<file path="src/sms_pkg.sv">
// Purpose: Shared constants and carrier types of the stepper microstep sequencer
// Assumes: One 200 MHz clock; all control pins synchronous to it
// Notes: Currents are signed percent-scaled codes, full scale is sms_pkg::FULL_SCALE
package sms_pkg;
  localparam int unsigned CLK_PERIOD_NS = 5;
  localparam int unsigned POS_WIDTH = 6;
  localparam int unsigned STEPS_PER_CYCLE = 64;
  localparam int unsigned QUARTER_STEPS = 16;
  localparam int unsigned CUR_WIDTH = 8;
  localparam int unsigned SINE_WIDTH = 7;
  localparam int unsigned PWM_WIDTH = 7;
  localparam logic [6:0] FULL_SCALE = 7'h64;
  localparam logic [5:0] RESET_POS = 6'h00;
  localparam logic [5:0] PHASE_OFFSET = 6'h10;
  localparam logic [5:0] TWO_PHASE_OFFSET = 6'h08;
  localparam logic [4:0] SINE_DEPTH = 5'h11;

  typedef enum logic [1:0] {
    SMS_RUN = 2'b00,
    SMS_HOLD = 2'b01,
    SMS_STANDBY = 2'b10
  } sms_state_type;

  // Pin group from the host controller
  typedef struct packed {
    logic direction_select;
    logic microstep_mode;
    logic stop_select;
    logic power_save_select;
    logic output_enable;
    logic marker_pattern_select;
  } sms_ctrl_type;

  // Per-channel drive towards an H-bridge
  typedef struct packed {
    logic signed [7:0] target;
    logic drive_a;
    logic drive_b;
    logic drive_en;
  } sms_bridge_type;
endpackage : sms_pkg

</file>
<file path="src/sms_sequencer.sv">
// Purpose: Excitation index, current targets, marker and enables of a two-channel stepper
// Assumes: Step clock and pins synchronous to clk; sense comparators outside
// Notes: Targets settle two clocks after a step edge; marker follows one clock later
//
// Function
// (RULE1) Two-phase: both channels full magnitude together, chopping PWM held off.
// (RULE2) Microstep: one electrical cycle is 64 equal sine steps.
// (RULE3) Microstep: each bridge is PWM-switched by current versus reference comparison.
// (RULE4) Two-phase: marker low when both channels are at full magnitude.
// (RULE5) Output enable low releases the marker to high impedance.
// (RULE6) Stop set: step until marker low, then ignore step edges and hold.
// (RULE7) Stop dropped before marker reached: stepping continues as in normal mode.
// (RULE8) Reset low initialises position and puts motor outputs in high impedance.
// (RULE9) Start at channel one full, channel two zero; two-phase both full positive.
// (RULE10) After reset the marker stays low until the first step is output.
// (RULE11) Output enable low forces motor outputs to high impedance.
// (RULE12) Standby when idle with power save and stop high; leave when both low.
// (RULE13) Power save and stop high: step to marker, then motor outputs off.
// (RULE14) Host never applies power save high with stop low.
// (RULE15) Each rising step clock edge advances the position by exactly one.
// (RULE16) Microstep current comes from position index and direction.
// (RULE17) Two-phase: channel polarities change on every step pulse.
// (RULE18) Direction low: channel two lags by 90 degrees; high: leads.
// (RULE19) Microstep to two-phase: hold, then jump to next quadrant's two-phase point.
// (RULE20) Microstep marker: pattern low one point per cycle, high every full point.
// (RULE21) Stop and power save act only in microstep mode.
// (RULE22) Host pulses reset low after every power-up.
// (RULE23) Position is a modulo-64 up/down counter by direction.
module sms_sequencer (
  input wire logic clk, // System clock, 200 MHz
  input wire logic sys_rst, // Async reset, active high
  input wire logic reset_n, // Device reset pin, active low
  input wire logic step_clock, // Step clock pin
  input wire sms_pkg::sms_ctrl_type ctrl, // Control pin group
  input wire logic sense_over_one, // Channel one current above reference
  input wire logic sense_over_two, // Channel two current above reference
  output sms_pkg::sms_bridge_type bridge_one, // Channel one bridge drive
  output sms_pkg::sms_bridge_type bridge_two, // Channel two bridge drive
  output logic position_marker_out, // Marker pin output value (always low)
  output logic position_marker_oe, // Marker pin output enable
  output logic standby, // Standby indication
  output logic [5:0] position // Excitation index
);
  sms_pkg::sms_state_type state, next_state;
  logic [5:0] next_position;
  logic step_prev, next_step_prev;
  logic stepped, next_stepped;
  logic two_phase_latched, next_two_phase_latched;
  logic [6:0] pwm_cnt, next_pwm_cnt;
  logic marker_hit, next_marker_hit;
  logic [6:0] mag_one, mag_two;
  logic neg_one, neg_two, next_neg_one, next_neg_two;
  logic [4:0] addr_one, addr_two;
  logic [5:0] pos_two;
  logic step_edge, step_taken, full_one, full_two, at_stop;
  logic signed [7:0] next_target_one, next_target_two;
  logic signed [7:0] target_one, target_two;

  // Quarter-wave folding: index into 0..16 and sign of the half cycle
  function automatic logic [4:0] fold_addr(input logic [5:0] p);
    logic [4:0] q;
    q = {1'b0, p[3:0]};
    if (p[4]) begin
      q = 5'(sms_pkg::QUARTER_STEPS) - {1'b0, p[3:0]};
    end
    return q;
  endfunction : fold_addr

  function automatic logic signed [7:0] signed_of(input logic [6:0] m, input logic neg);
    logic signed [7:0] s;
    s = $signed({1'b0, m});
    if (neg) begin
      s = -s;
    end
    return s;
  endfunction : signed_of

  // Channel one follows cos of the index, channel two sin; direction acts only through
  // the count direction, since a second sign flip would make channel two lag both ways
  always_comb begin
    pos_two = position; // [RULE18]
    addr_one = fold_addr(position + sms_pkg::PHASE_OFFSET); // [RULE2]
    addr_two = fold_addr(pos_two);
    next_neg_one = (position + sms_pkg::PHASE_OFFSET) >= 6'h20;
    next_neg_two = pos_two >= 6'h20; // [RULE16] [RULE18]
    if (position[4:0] == 5'h00) begin
      next_neg_two = 1'b0;
    end
  end

  sms_sine_rom u_rom (
    .clk(clk),
    .sys_rst(sys_rst),
    .addr_a(addr_one),
    .addr_b(addr_two),
    .data_a(mag_one),
    .data_b(mag_two)
  );

  always_comb begin
    step_edge = step_clock && !step_prev; // [RULE15]
    full_one = (target_one == $signed({1'b0, sms_pkg::FULL_SCALE}))
      || (target_one == -$signed({1'b0, sms_pkg::FULL_SCALE}));
    full_two = (target_two == $signed({1'b0, sms_pkg::FULL_SCALE}))
      || (target_two == -$signed({1'b0, sms_pkg::FULL_SCALE}));
    at_stop = ctrl.microstep_mode && ctrl.stop_select && marker_hit && stepped; // [RULE6] [RULE21]
    next_state = state;
    unique case (state)
      sms_pkg::SMS_RUN: begin
        if (at_stop) begin
          next_state = ctrl.power_save_select
            ? sms_pkg::SMS_STANDBY : sms_pkg::SMS_HOLD; // [RULE13]
        end
      end
      sms_pkg::SMS_HOLD: begin
        // Hold lasts only while the marker stands; a new pattern restarts stepping
        if (!ctrl.stop_select || !ctrl.microstep_mode || !marker_hit) begin // [RULE6] [RULE7]
          next_state = sms_pkg::SMS_RUN;
        end else if (ctrl.power_save_select) begin
          next_state = sms_pkg::SMS_STANDBY; // [RULE12]
        end
      end
      sms_pkg::SMS_STANDBY: begin
        if (!ctrl.power_save_select && !ctrl.stop_select) begin // [RULE12]
          next_state = sms_pkg::SMS_RUN;
        end
      end
      default: next_state = sms_pkg::SMS_RUN;
    endcase
    step_taken = step_edge && (state == sms_pkg::SMS_RUN) && !at_stop; // [RULE6]
    next_step_prev = step_clock;
    next_position = position;
    next_two_phase_latched = two_phase_latched;
    next_stepped = stepped;
    if (step_taken) begin
      next_stepped = 1'b1;
      if (ctrl.microstep_mode) begin
        next_two_phase_latched = 1'b0;
        next_position = ctrl.direction_select ? position - 6'h01 : position + 6'h01; // [RULE23]
      end else if (!two_phase_latched) begin
        // First two-phase step lands on a 45 degree point: forward the next one ahead, reverse the previous quadrant's
        next_two_phase_latched = 1'b1;
        next_position = ctrl.direction_select
          ? {position[5:4] - 2'h1, 4'h8} : {position[5:4] + (position[3] ? 2'h1 : 2'h0), 4'h8};
        if (!stepped) begin
          next_position = ctrl.direction_select ? 6'h38 : 6'h18; // [RULE19]
        end
      end else begin
        next_position = ctrl.direction_select ? position - 6'h10 : position + 6'h10; // [RULE17]
      end
    end
    // Before any step after reset two-phase shows both channels positive; after a
    // switch from microstep the old targets stand until the first two-phase step
    next_target_one = signed_of(mag_one, neg_one);
    next_target_two = signed_of(mag_two, neg_two);
    if (!ctrl.microstep_mode) begin
      if (two_phase_latched) begin
        next_target_one = signed_of(sms_pkg::FULL_SCALE, neg_one); // [RULE1]
        next_target_two = signed_of(sms_pkg::FULL_SCALE, neg_two);
      end else if (!stepped) begin
        next_target_one = $signed({1'b0, sms_pkg::FULL_SCALE}); // [RULE9]
        next_target_two = $signed({1'b0, sms_pkg::FULL_SCALE});
      end else begin
        next_target_one = target_one; // [RULE19]
        next_target_two = target_two;
      end
    end
    if (!ctrl.microstep_mode) begin
      next_marker_hit = full_one && full_two; // [RULE4]
    end else if (ctrl.marker_pattern_select) begin
      next_marker_hit = full_one || full_two; // [RULE20]
    end else begin
      next_marker_hit = (target_one == $signed({1'b0, sms_pkg::FULL_SCALE}))
        && (target_two == 8'sh00); // [RULE20]
    end
    if (!stepped) begin
      next_marker_hit = 1'b1; // [RULE10]
    end
    next_pwm_cnt = (pwm_cnt == 7'(sms_pkg::FULL_SCALE - 7'h01)) ? 7'h00 : pwm_cnt + 7'h01;
    if (state == sms_pkg::SMS_STANDBY) begin
      next_pwm_cnt = pwm_cnt; // [RULE12]
    end
  end

  always_ff @(posedge clk or posedge sys_rst) begin
    if (sys_rst) begin
      state <= sms_pkg::SMS_RUN;
      position <= sms_pkg::RESET_POS;
      step_prev <= 1'b0;
      stepped <= 1'b0;
      two_phase_latched <= 1'b0;
      marker_hit <= 1'b1;
      pwm_cnt <= 7'h00;
      neg_one <= 1'b0;
      neg_two <= 1'b0;
      target_one <= 8'sh00;
      target_two <= 8'sh00;
    end else if (!reset_n) begin
      state <= sms_pkg::SMS_RUN; // [RULE8]
      position <= sms_pkg::RESET_POS;
      step_prev <= step_clock;
      stepped <= 1'b0;
      two_phase_latched <= 1'b0;
      marker_hit <= 1'b1;
      pwm_cnt <= 7'h00;
      neg_one <= 1'b0;
      neg_two <= 1'b0;
      target_one <= 8'sh00;
      target_two <= 8'sh00;
    end else begin
      state <= next_state;
      position <= next_position;
      step_prev <= next_step_prev;
      stepped <= next_stepped;
      two_phase_latched <= next_two_phase_latched;
      marker_hit <= next_marker_hit;
      pwm_cnt <= next_pwm_cnt;
      neg_one <= next_neg_one;
      neg_two <= next_neg_two;
      target_one <= next_target_one;
      target_two <= next_target_two;
    end
  end

  // Chopping: drive while current is below reference, freewheel in the off part
  always_comb begin
    logic en;
    logic chop_one, chop_two;
    en = reset_n && ctrl.output_enable // [RULE8] [RULE11]
      && (state != sms_pkg::SMS_STANDBY); // [RULE13]
    chop_one = !sense_over_one && (pwm_cnt < (target_one[7] ? 7'(-target_one) : target_one[6:0]));
    chop_two = !sense_over_two && (pwm_cnt < (target_two[7] ? 7'(-target_two) : target_two[6:0]));
    if (!ctrl.microstep_mode) begin
      chop_one = 1'b1; // [RULE1]
      chop_two = 1'b1;
    end
    bridge_one.target = target_one;
    bridge_two.target = target_two;
    bridge_one.drive_en = en;
    bridge_two.drive_en = en;
    bridge_one.drive_a = en && chop_one && !target_one[7] && (target_one != 8'sh00); // [RULE3]
    bridge_one.drive_b = en && chop_one && target_one[7];
    bridge_two.drive_a = en && chop_two && !target_two[7] && (target_two != 8'sh00); // [RULE3]
    bridge_two.drive_b = en && chop_two && target_two[7];
    position_marker_out = 1'b0;
    position_marker_oe = ctrl.output_enable && marker_hit; // [RULE5]
    standby = (state == sms_pkg::SMS_STANDBY);
  end
endmodule : sms_sequencer

</file>
<file path="src/sms_sine_rom.sv">
// Purpose: Registered quarter-wave sine lookup, percent of full scale
// Assumes: Address 0..16 covers 0 to 90 degrees
// Notes: Read data appear one clock after the address
module sms_sine_rom (
  input wire logic clk, // System clock
  input wire logic sys_rst, // Async reset, active high
  input wire logic [4:0] addr_a, // First read address
  input wire logic [4:0] addr_b, // Second read address
  output logic [6:0] data_a, // First read data
  output logic [6:0] data_b // Second read data
);
  function automatic logic [6:0] sine_of(input logic [4:0] a);
    logic [6:0] v;
    v = 7'h00;
    unique case (a)
      5'h00: v = 7'h00;
      5'h01: v = 7'h0a;
      5'h02: v = 7'h14;
      5'h03: v = 7'h1d;
      5'h04: v = 7'h26;
      5'h05: v = 7'h2f;
      5'h06: v = 7'h38;
      5'h07: v = 7'h3f;
      5'h08: v = 7'h47;
      5'h09: v = 7'h4d;
      5'h0a: v = 7'h53;
      5'h0b: v = 7'h58;
      5'h0c: v = 7'h5c;
      5'h0d: v = 7'h60;
      5'h0e: v = 7'h62;
      5'h0f: v = 7'h64;
      5'h10: v = 7'h64;
      default: v = 7'h00;
    endcase
    return v;
  endfunction : sine_of

  logic [6:0] next_data_a;
  logic [6:0] next_data_b;

  always_comb begin
    next_data_a = sine_of(addr_a);
    next_data_b = sine_of(addr_b);
  end

  always_ff @(posedge clk or posedge sys_rst) begin
    if (sys_rst) begin
      data_a <= 7'h00;
      data_b <= 7'h00;
    end else begin
      data_a <= next_data_a;
      data_b <= next_data_b;
    end
  end
endmodule : sms_sine_rom

</file>
<file path="config.mk">
export PLATFORM = sky130hd
export DESIGN_NAME = sms_sequencer
export DESIGN_NICKNAME = d
export VERILOG_FILES = /design/src/sms_pkg.sv /design/src/sms_sequencer.sv /design/src/sms_sine_rom.sv
export SDC_FILE = /design/constraint.sdc
export NUM_CORES = 1
export LEC_CHECK = 0
export BUFFER_PORTS_ARGS = -buffer_cell sky130_fd_sc_hd__buf_2
export CAP_MARGIN = 10
export CELL_PAD_IN_SITES_DETAIL_PLACEMENT = 1
export CELL_PAD_IN_SITES_GLOBAL_PLACEMENT = 1
export CORE_UTILIZATION = 35
export CTS_CLUSTER_SIZE = 8
export DETAILED_ROUTE_END_ITERATION = 8
export PLACE_DENSITY = 0.78
export SYNTH_ARGS = -nofsm -noshare
export SYNTH_HDL_FRONTEND = slang
export SYNTH_SLANG_ARGS = --single-unit
</file>
<file path="constraint.sdc">
create_clock -name clk -period 2.37 [get_ports clk]
set_clock_uncertainty 0.05 [all_clocks]
set_input_delay 0.1185 -clock clk [delete_from_list [all_inputs] [get_ports clk]]
set_output_delay 0.1185 -clock clk [all_outputs]
set_load 0.01 [all_outputs]
</file>
# Yosys cells after proc, flatten, opt, wreduce, memory -nomap -nowiden
# Memories as Yosys holds them, arrays and structs flattened. A register that Yosys moved wholly into a read port is not among the register bits.
# Cells that the tools add are included.
[op_classes] n_addsub=13 order_cmp=4 n_eq_ne=14 mux=49 n_reduce_logical=43
[op_table] operator="8-bit two-way mux" count=11
[op_table] operator="6-bit two-way mux" count=9
[op_table] operator="7-bit two-way mux" count=5
[op_table] operator="8-bit equality test, second input constant" count=4
[op_table] operator="1-bit logical AND" count=22
[op_table] operator="7-bit negator with 8-bit output" count=2
[op_table] operator="8-bit nonzero test" count=2
[op_table] operator="1-bit two-way mux" count=15
[op_table] operator="7-bit < comparator" count=2
[op_table] operator="7-bit negator" count=2
[op_table] operator="6-bit greater-or-equal comparator, second input constant" count=2
[op_table] operator="2-bit two-way mux" count=6
[op_table] operator="1-bit logical NOT" count=10
[op_table] operator="5-bit two-way mux" count=2
[op_table] operator="5-bit by 4-bit subtractor with 5-bit output, first input constant" count=2
[op_table] operator="8-bit logical NOT" count=1
[op_table] operator="7-bit by 1-bit adder with 7-bit output, second input constant" count=1
[op_table] operator="7-bit equality test, second input constant" count=1
[op_table] operator="6-bit by 1-bit adder with 6-bit output, second input constant" count=1
[op_table] operator="6-bit by 5-bit adder with 6-bit output, second input constant" count=1
[op_table] operator="2-bit case mux with 3 select lines" count=1
[op_table] operator="6-bit by 1-bit subtractor with 6-bit output, second input constant" count=1
[op_table] operator="6-bit by 5-bit subtractor with 6-bit output, second input constant" count=1
[op_table] operator="5-bit logical NOT" count=1
[op_table] operator="other kinds (13)" count=18
[totals] reg_bits=37 rom_bits=448 input_bits=12 out_inout_bits=31 wordCells=136 mem_count=2
[memory_table] memory="(name not given)" depth=32 width=7 read_ports=1 rd_clocked_by_memory_dff=1 wr=0 line_no="sms_sine_rom.sv:15" source="unique case (a)"
[memory_table] memory="(name not given)" depth=32 width=7 read_ports=1 rd_clocked_by_memory_dff=1 wr=0 line_no="sms_sine_rom.sv:15"

# Longest topological paths before layout
[depth] word_depth=8 mapped_depth=11

# Hierarchy
# A second synthesis with hierarchy kept.
[unflattened] hier_cells=452 area_unflattened_um2=3961.3
[modules_own_cells] module="sms_sequencer" instances=1 cells_per_inst=358 area_each_um2=3034.2
[modules_own_cells] module="sms_sine_rom" instances=1 cells_per_inst=94 area_each_um2=927.1

# Worst setup path before layout
# No wires, ideal clock.
[synth_path] path_type="register -> output" startpoint="register target_two[4]" endpoint="output port bridge_two[1] (netlist bit)" arrival_ps=2447 required_ps=2201 slack_ps=-246 path_stages_with_launch=9 path_buffers=0 path_cell_list="dfrtp_1 > or2_2 > o31ai_1 > xor2_1 > ha_1 > a2111o_1 > nor3b_1 > o21ai_0 > a21boi_0"
[synth_rtl] item="from (decl)" line_no="sms_sequencer.sv:57" source="logic signed [7:0] target_one, target_two;"
[synth_rtl] item="from (signal assigned)" line_no="sms_sequencer.sv:221" source="target_two <= next_target_two;"
[synth_rtl] item="to (decl)" line_no="sms_sequencer.sv:38" source="output sms_pkg::sms_bridge_type bridge_two,"

==> out/metrics.csv <==
metric,value,unit
port bufs,41,
Worst Hold End,state[1],
count of cell types in the netlist,69,
placed cell count,646,
DRC violations left,0,
reg2reg setup slack,0.34,ns
drt via density,5.39,
die area,11900,µm²
hold crit path type,primary input to flop,
post-synthesis sequential area ratio,31.7,%
Sw Share,34.0,%
CP arrival,2.76,ns
LEAKAGE,0.00230,µW
Worst-Skew Late Latency,0.30,ns
"Core Util, Final",44.5,%
Area Growth Syn to Fin,22.0,%
clock-pin slew on the worst setup and hold paths,0.07,ns
CP Capture Type,output port,
DRC marker count from the first detailed-route iteration,90,
type of origin of the critical path,flop,
CTS Buffer Depth,2,
die width,109,µm
io pins,43,
Seq. cell area,1280,µm²
Clock Power Share,26.9,%
Hold Startpoint,ctrl[3],
first-pass GRT wire length,18300,µm
Max VDD drop,280,µV
Die Ht,109,µm
count of final hold-check violations,0,
Starting Density,36.5,%
failing checks,setup timing,
Setup CP Type,flop to output port,
Gate Count Post-Synth,445,
DP HPWL,8510,µm
gr ovfl total,0,
CTS tree,yes,
TritonCTS Buffers,5,
met1 global-route usage,22.4,%
"Req. time, crit path",2.20,ns
root buffer cell,clkbuf_16,
GRT met3 Usage,2.63,%
Mapped Avg Cell Area,9.05,µm²
FP Rows,38,
final WL,11000,µm
PD cells,540,nW/µm²
initial antenna violation count,0,
core area,11000,µm²
final setup fails,4,
post-route setup slack,-0.555,ns
syn_nets,498,
max-cap viol count,0,
Reg2Reg Depth,7,
"Warnings, synthesis",0,
H-tree depth,2,
pin count of the biggest net entering global routing,47,
Slew headroom,56.7,%
met2 Use GR,37.8,%
multi-input logic area,2630,µm²
# diodes,0,
layer with the highest usage,met2,
hold_ws,0.0144,ns
Post-layout nets,575,
drt pass-1 iters,4,
clk sinks,51,
vias in the first global route,3769,
crit share post-route,123,%
Syn Std Cell Area,4030,µm²
Logic pwr share,33.5,%
post-layout min period,2.93,ns
Flop pwr share,39.6,%
gpl congestion,0.814,
hold depth,3,
sw power,901,µW
r2r startpoint,position[1],
post-synthesis register bit count,51,
Pint,1750,µW
routed length per placed instance,16.5,µm
Finished Layout Cells,663,
Antenna Violating Nets Remaining,0,
reg2reg end,u_rom.data_a[3],
outcome,"complete, but fails checks",
"EDFF count, synth",0,
# fillers,1300,
f_max,0.342,GHz
Worst-Margin Slew,0.646,ns
GRT Util Overall,19.7,%
"Top FF cell, synth",dfrtp_1,
DR vias,3573,
Final Max Tran Viols,0,
share of cells above drive strength 1,26.4,%
critical path peak fanout,3,
"FFs w/ async S/R, synth",100,%
RSZ-0062 raised after global routing,true,
==> cell type report <==
cell class              instances  share of cell area [%]
flip-flops and latches         51                    26.1
multi-input cells             351                    53.6
inverters                      22                    1.68
well taps                     140                    3.57
clock buffers                   6                    2.62
repair buffers                 91                    12.2
clock inverters                 2                   0.255
==> worst max path at each step <==
stage                  start            end  slack, ns  cells past startpoint
3_3_place_gp   target_one[1]  bridge_one[2]      -0.21                     10
3_5_place_dp   target_one[1]  bridge_one[2]      -0.38                     10
5_1_grt        target_one[1]  bridge_one[2]      -0.68                     10
2_1_floorplan  target_one[1]  bridge_one[2]      -0.12                      9
6_report       target_one[1]  bridge_one[2]      -0.56                     10
4_1_cts        target_one[1]  bridge_one[2]      -0.60                     10
==> per-stage QoR <==
| stage | setup TNS [ns] | instance area [µm²] | total power (µW) | worst slack, ns |
|---|---|---|---|---|
| after floorplan | -0.169 | 4060 | 1620 | -0.119 |
| after global placement | -0.427 | 4610 | 1850 | -0.214 |
| after detailed placement | -1.17 | 4610 | 1900 | -0.383 |
| after CTS | -2.09 | 4860 | 2650 | -0.600 |
| after global routing | -2.45 | 4910 | 2810 | -0.678 |
| final | -1.96 | 4910 | 2650 | -0.555 |
==> cell families (layout without fill, tap and decap cells) <==
| logic type | Yosys count | count (layout) | synth area share [%] |
|---|---|---|---|
| AND/OR/NAND/NOR | 134 | 134 | 17.6 |
| AO/OA/AOI/OAI | 132 | 132 | 21.4 |
| flip-flops | 51 | 51 | 31.7 |
| buffers and inverters | 43 | 121 | 5.81 |
| adder cells (fa/ha/maj) | 41 | 41 | 12.9 |
| XOR/XNOR | 33 | 33 | 7.93 |
| multiplexers | 10 | 10 | 2.55 |
| other | 1 | 1 | 0.0932 |
==> cell usage in the layout, fill, tap and decap left out, types with 3 or more instances in the layout <==
master	n
nand3_1	6
o22ai_1	4
a21o_1	17
o211ai_1	4
xor2_2	4
xor2_1	17
xnor2_1	11
o21ai_0	23
nand2_1	33
nor3_1	13
nand2b_1	7
nor4_1	5
inv_1	15
and2_1	6
buf_2	41
mux2i_1	8
o21ai_1	6
and3_1	3
inv_2	5
ha_1	38
buf_4	46
a31oi_1	4
nor2b_1	7
a21oi_1	37
nor2_1	27
dfrtp_1	48
clkbuf_16	5
o31ai_1	3
dlygate4sd3_1	3
o31ai_4	3
nor3b_1	4
or3_1	3
==> flip-flops by register name, indices dropped and copies added (netlist names) <==
register and flops:
target_one 8, target_two 8, pwm_cnt 7, u_rom.data_a 7, u_rom.data_b 7, position 6
state 2, marker_hit 1, neg_one 1, neg_two 1, step_prev 1, stepped 1
two_phase_latched 1
==> worst max-delay path, cell delays in order (launching register included) <==
cell	delay (ns)
dfrtp_1	0.41
or3_4	0.39
o21ai_2	0.15
xor2_1	0.18
ha_1	0.27
a21o_1	0.16
a22o_1	0.23
o31ai_2	0.21
o211ai_1	0.17
nor3_2	0.16
buf_2	0.14
==> power by group through the flow <==
stage	logic (µW)	registers [µW]	clock network [µW]
CTS	873	1050	729
finish	887	1050	713
global route	991	1070	755
floorplan	555	1070	0
detailed placement	833	1060	0
global placement	792	1060	0
==> layer usage <==
metal	vias up	share of wire [%]	wire [µm]
met4	0	1.9	210
met2	51	53	5810
met3	14	2.5	272
met1	1768	43	4660
met5	-	0	0
li1	1740	-	-
==> Yosys cell counts, types with 9 or more instances <==
master / instances / area [µm²]
dfrtp_1: 50 / 1250
ha_1: 40 / 500
a21oi_1: 38 / 190
nand2_1: 33 / 124
nor2_1: 27 / 101
o21ai_0: 27 / 135
inv_1: 20 / 75.1
xor2_1: 18 / 158
a21o_1: 17 / 128
nor3_1: 14 / 70.1
xnor2_1: 11 / 96.3
nand2b_1: 9 / 56.3
==> timing repair <==
| action | 4_1_cts | 5_1_grt |
|---|---|---|
| hold endpoints to repair | 52 | 0 |
| setup buffers | 3 | 3 |
| pin swaps | 14 | 11 |
| hold buffers | 3 | 0 |
| endpoints found under the setup margin | 4 | 4 |
| resized for setup | 14 | 6 |
Note: power is estimated with default switching activity, not from simulation.
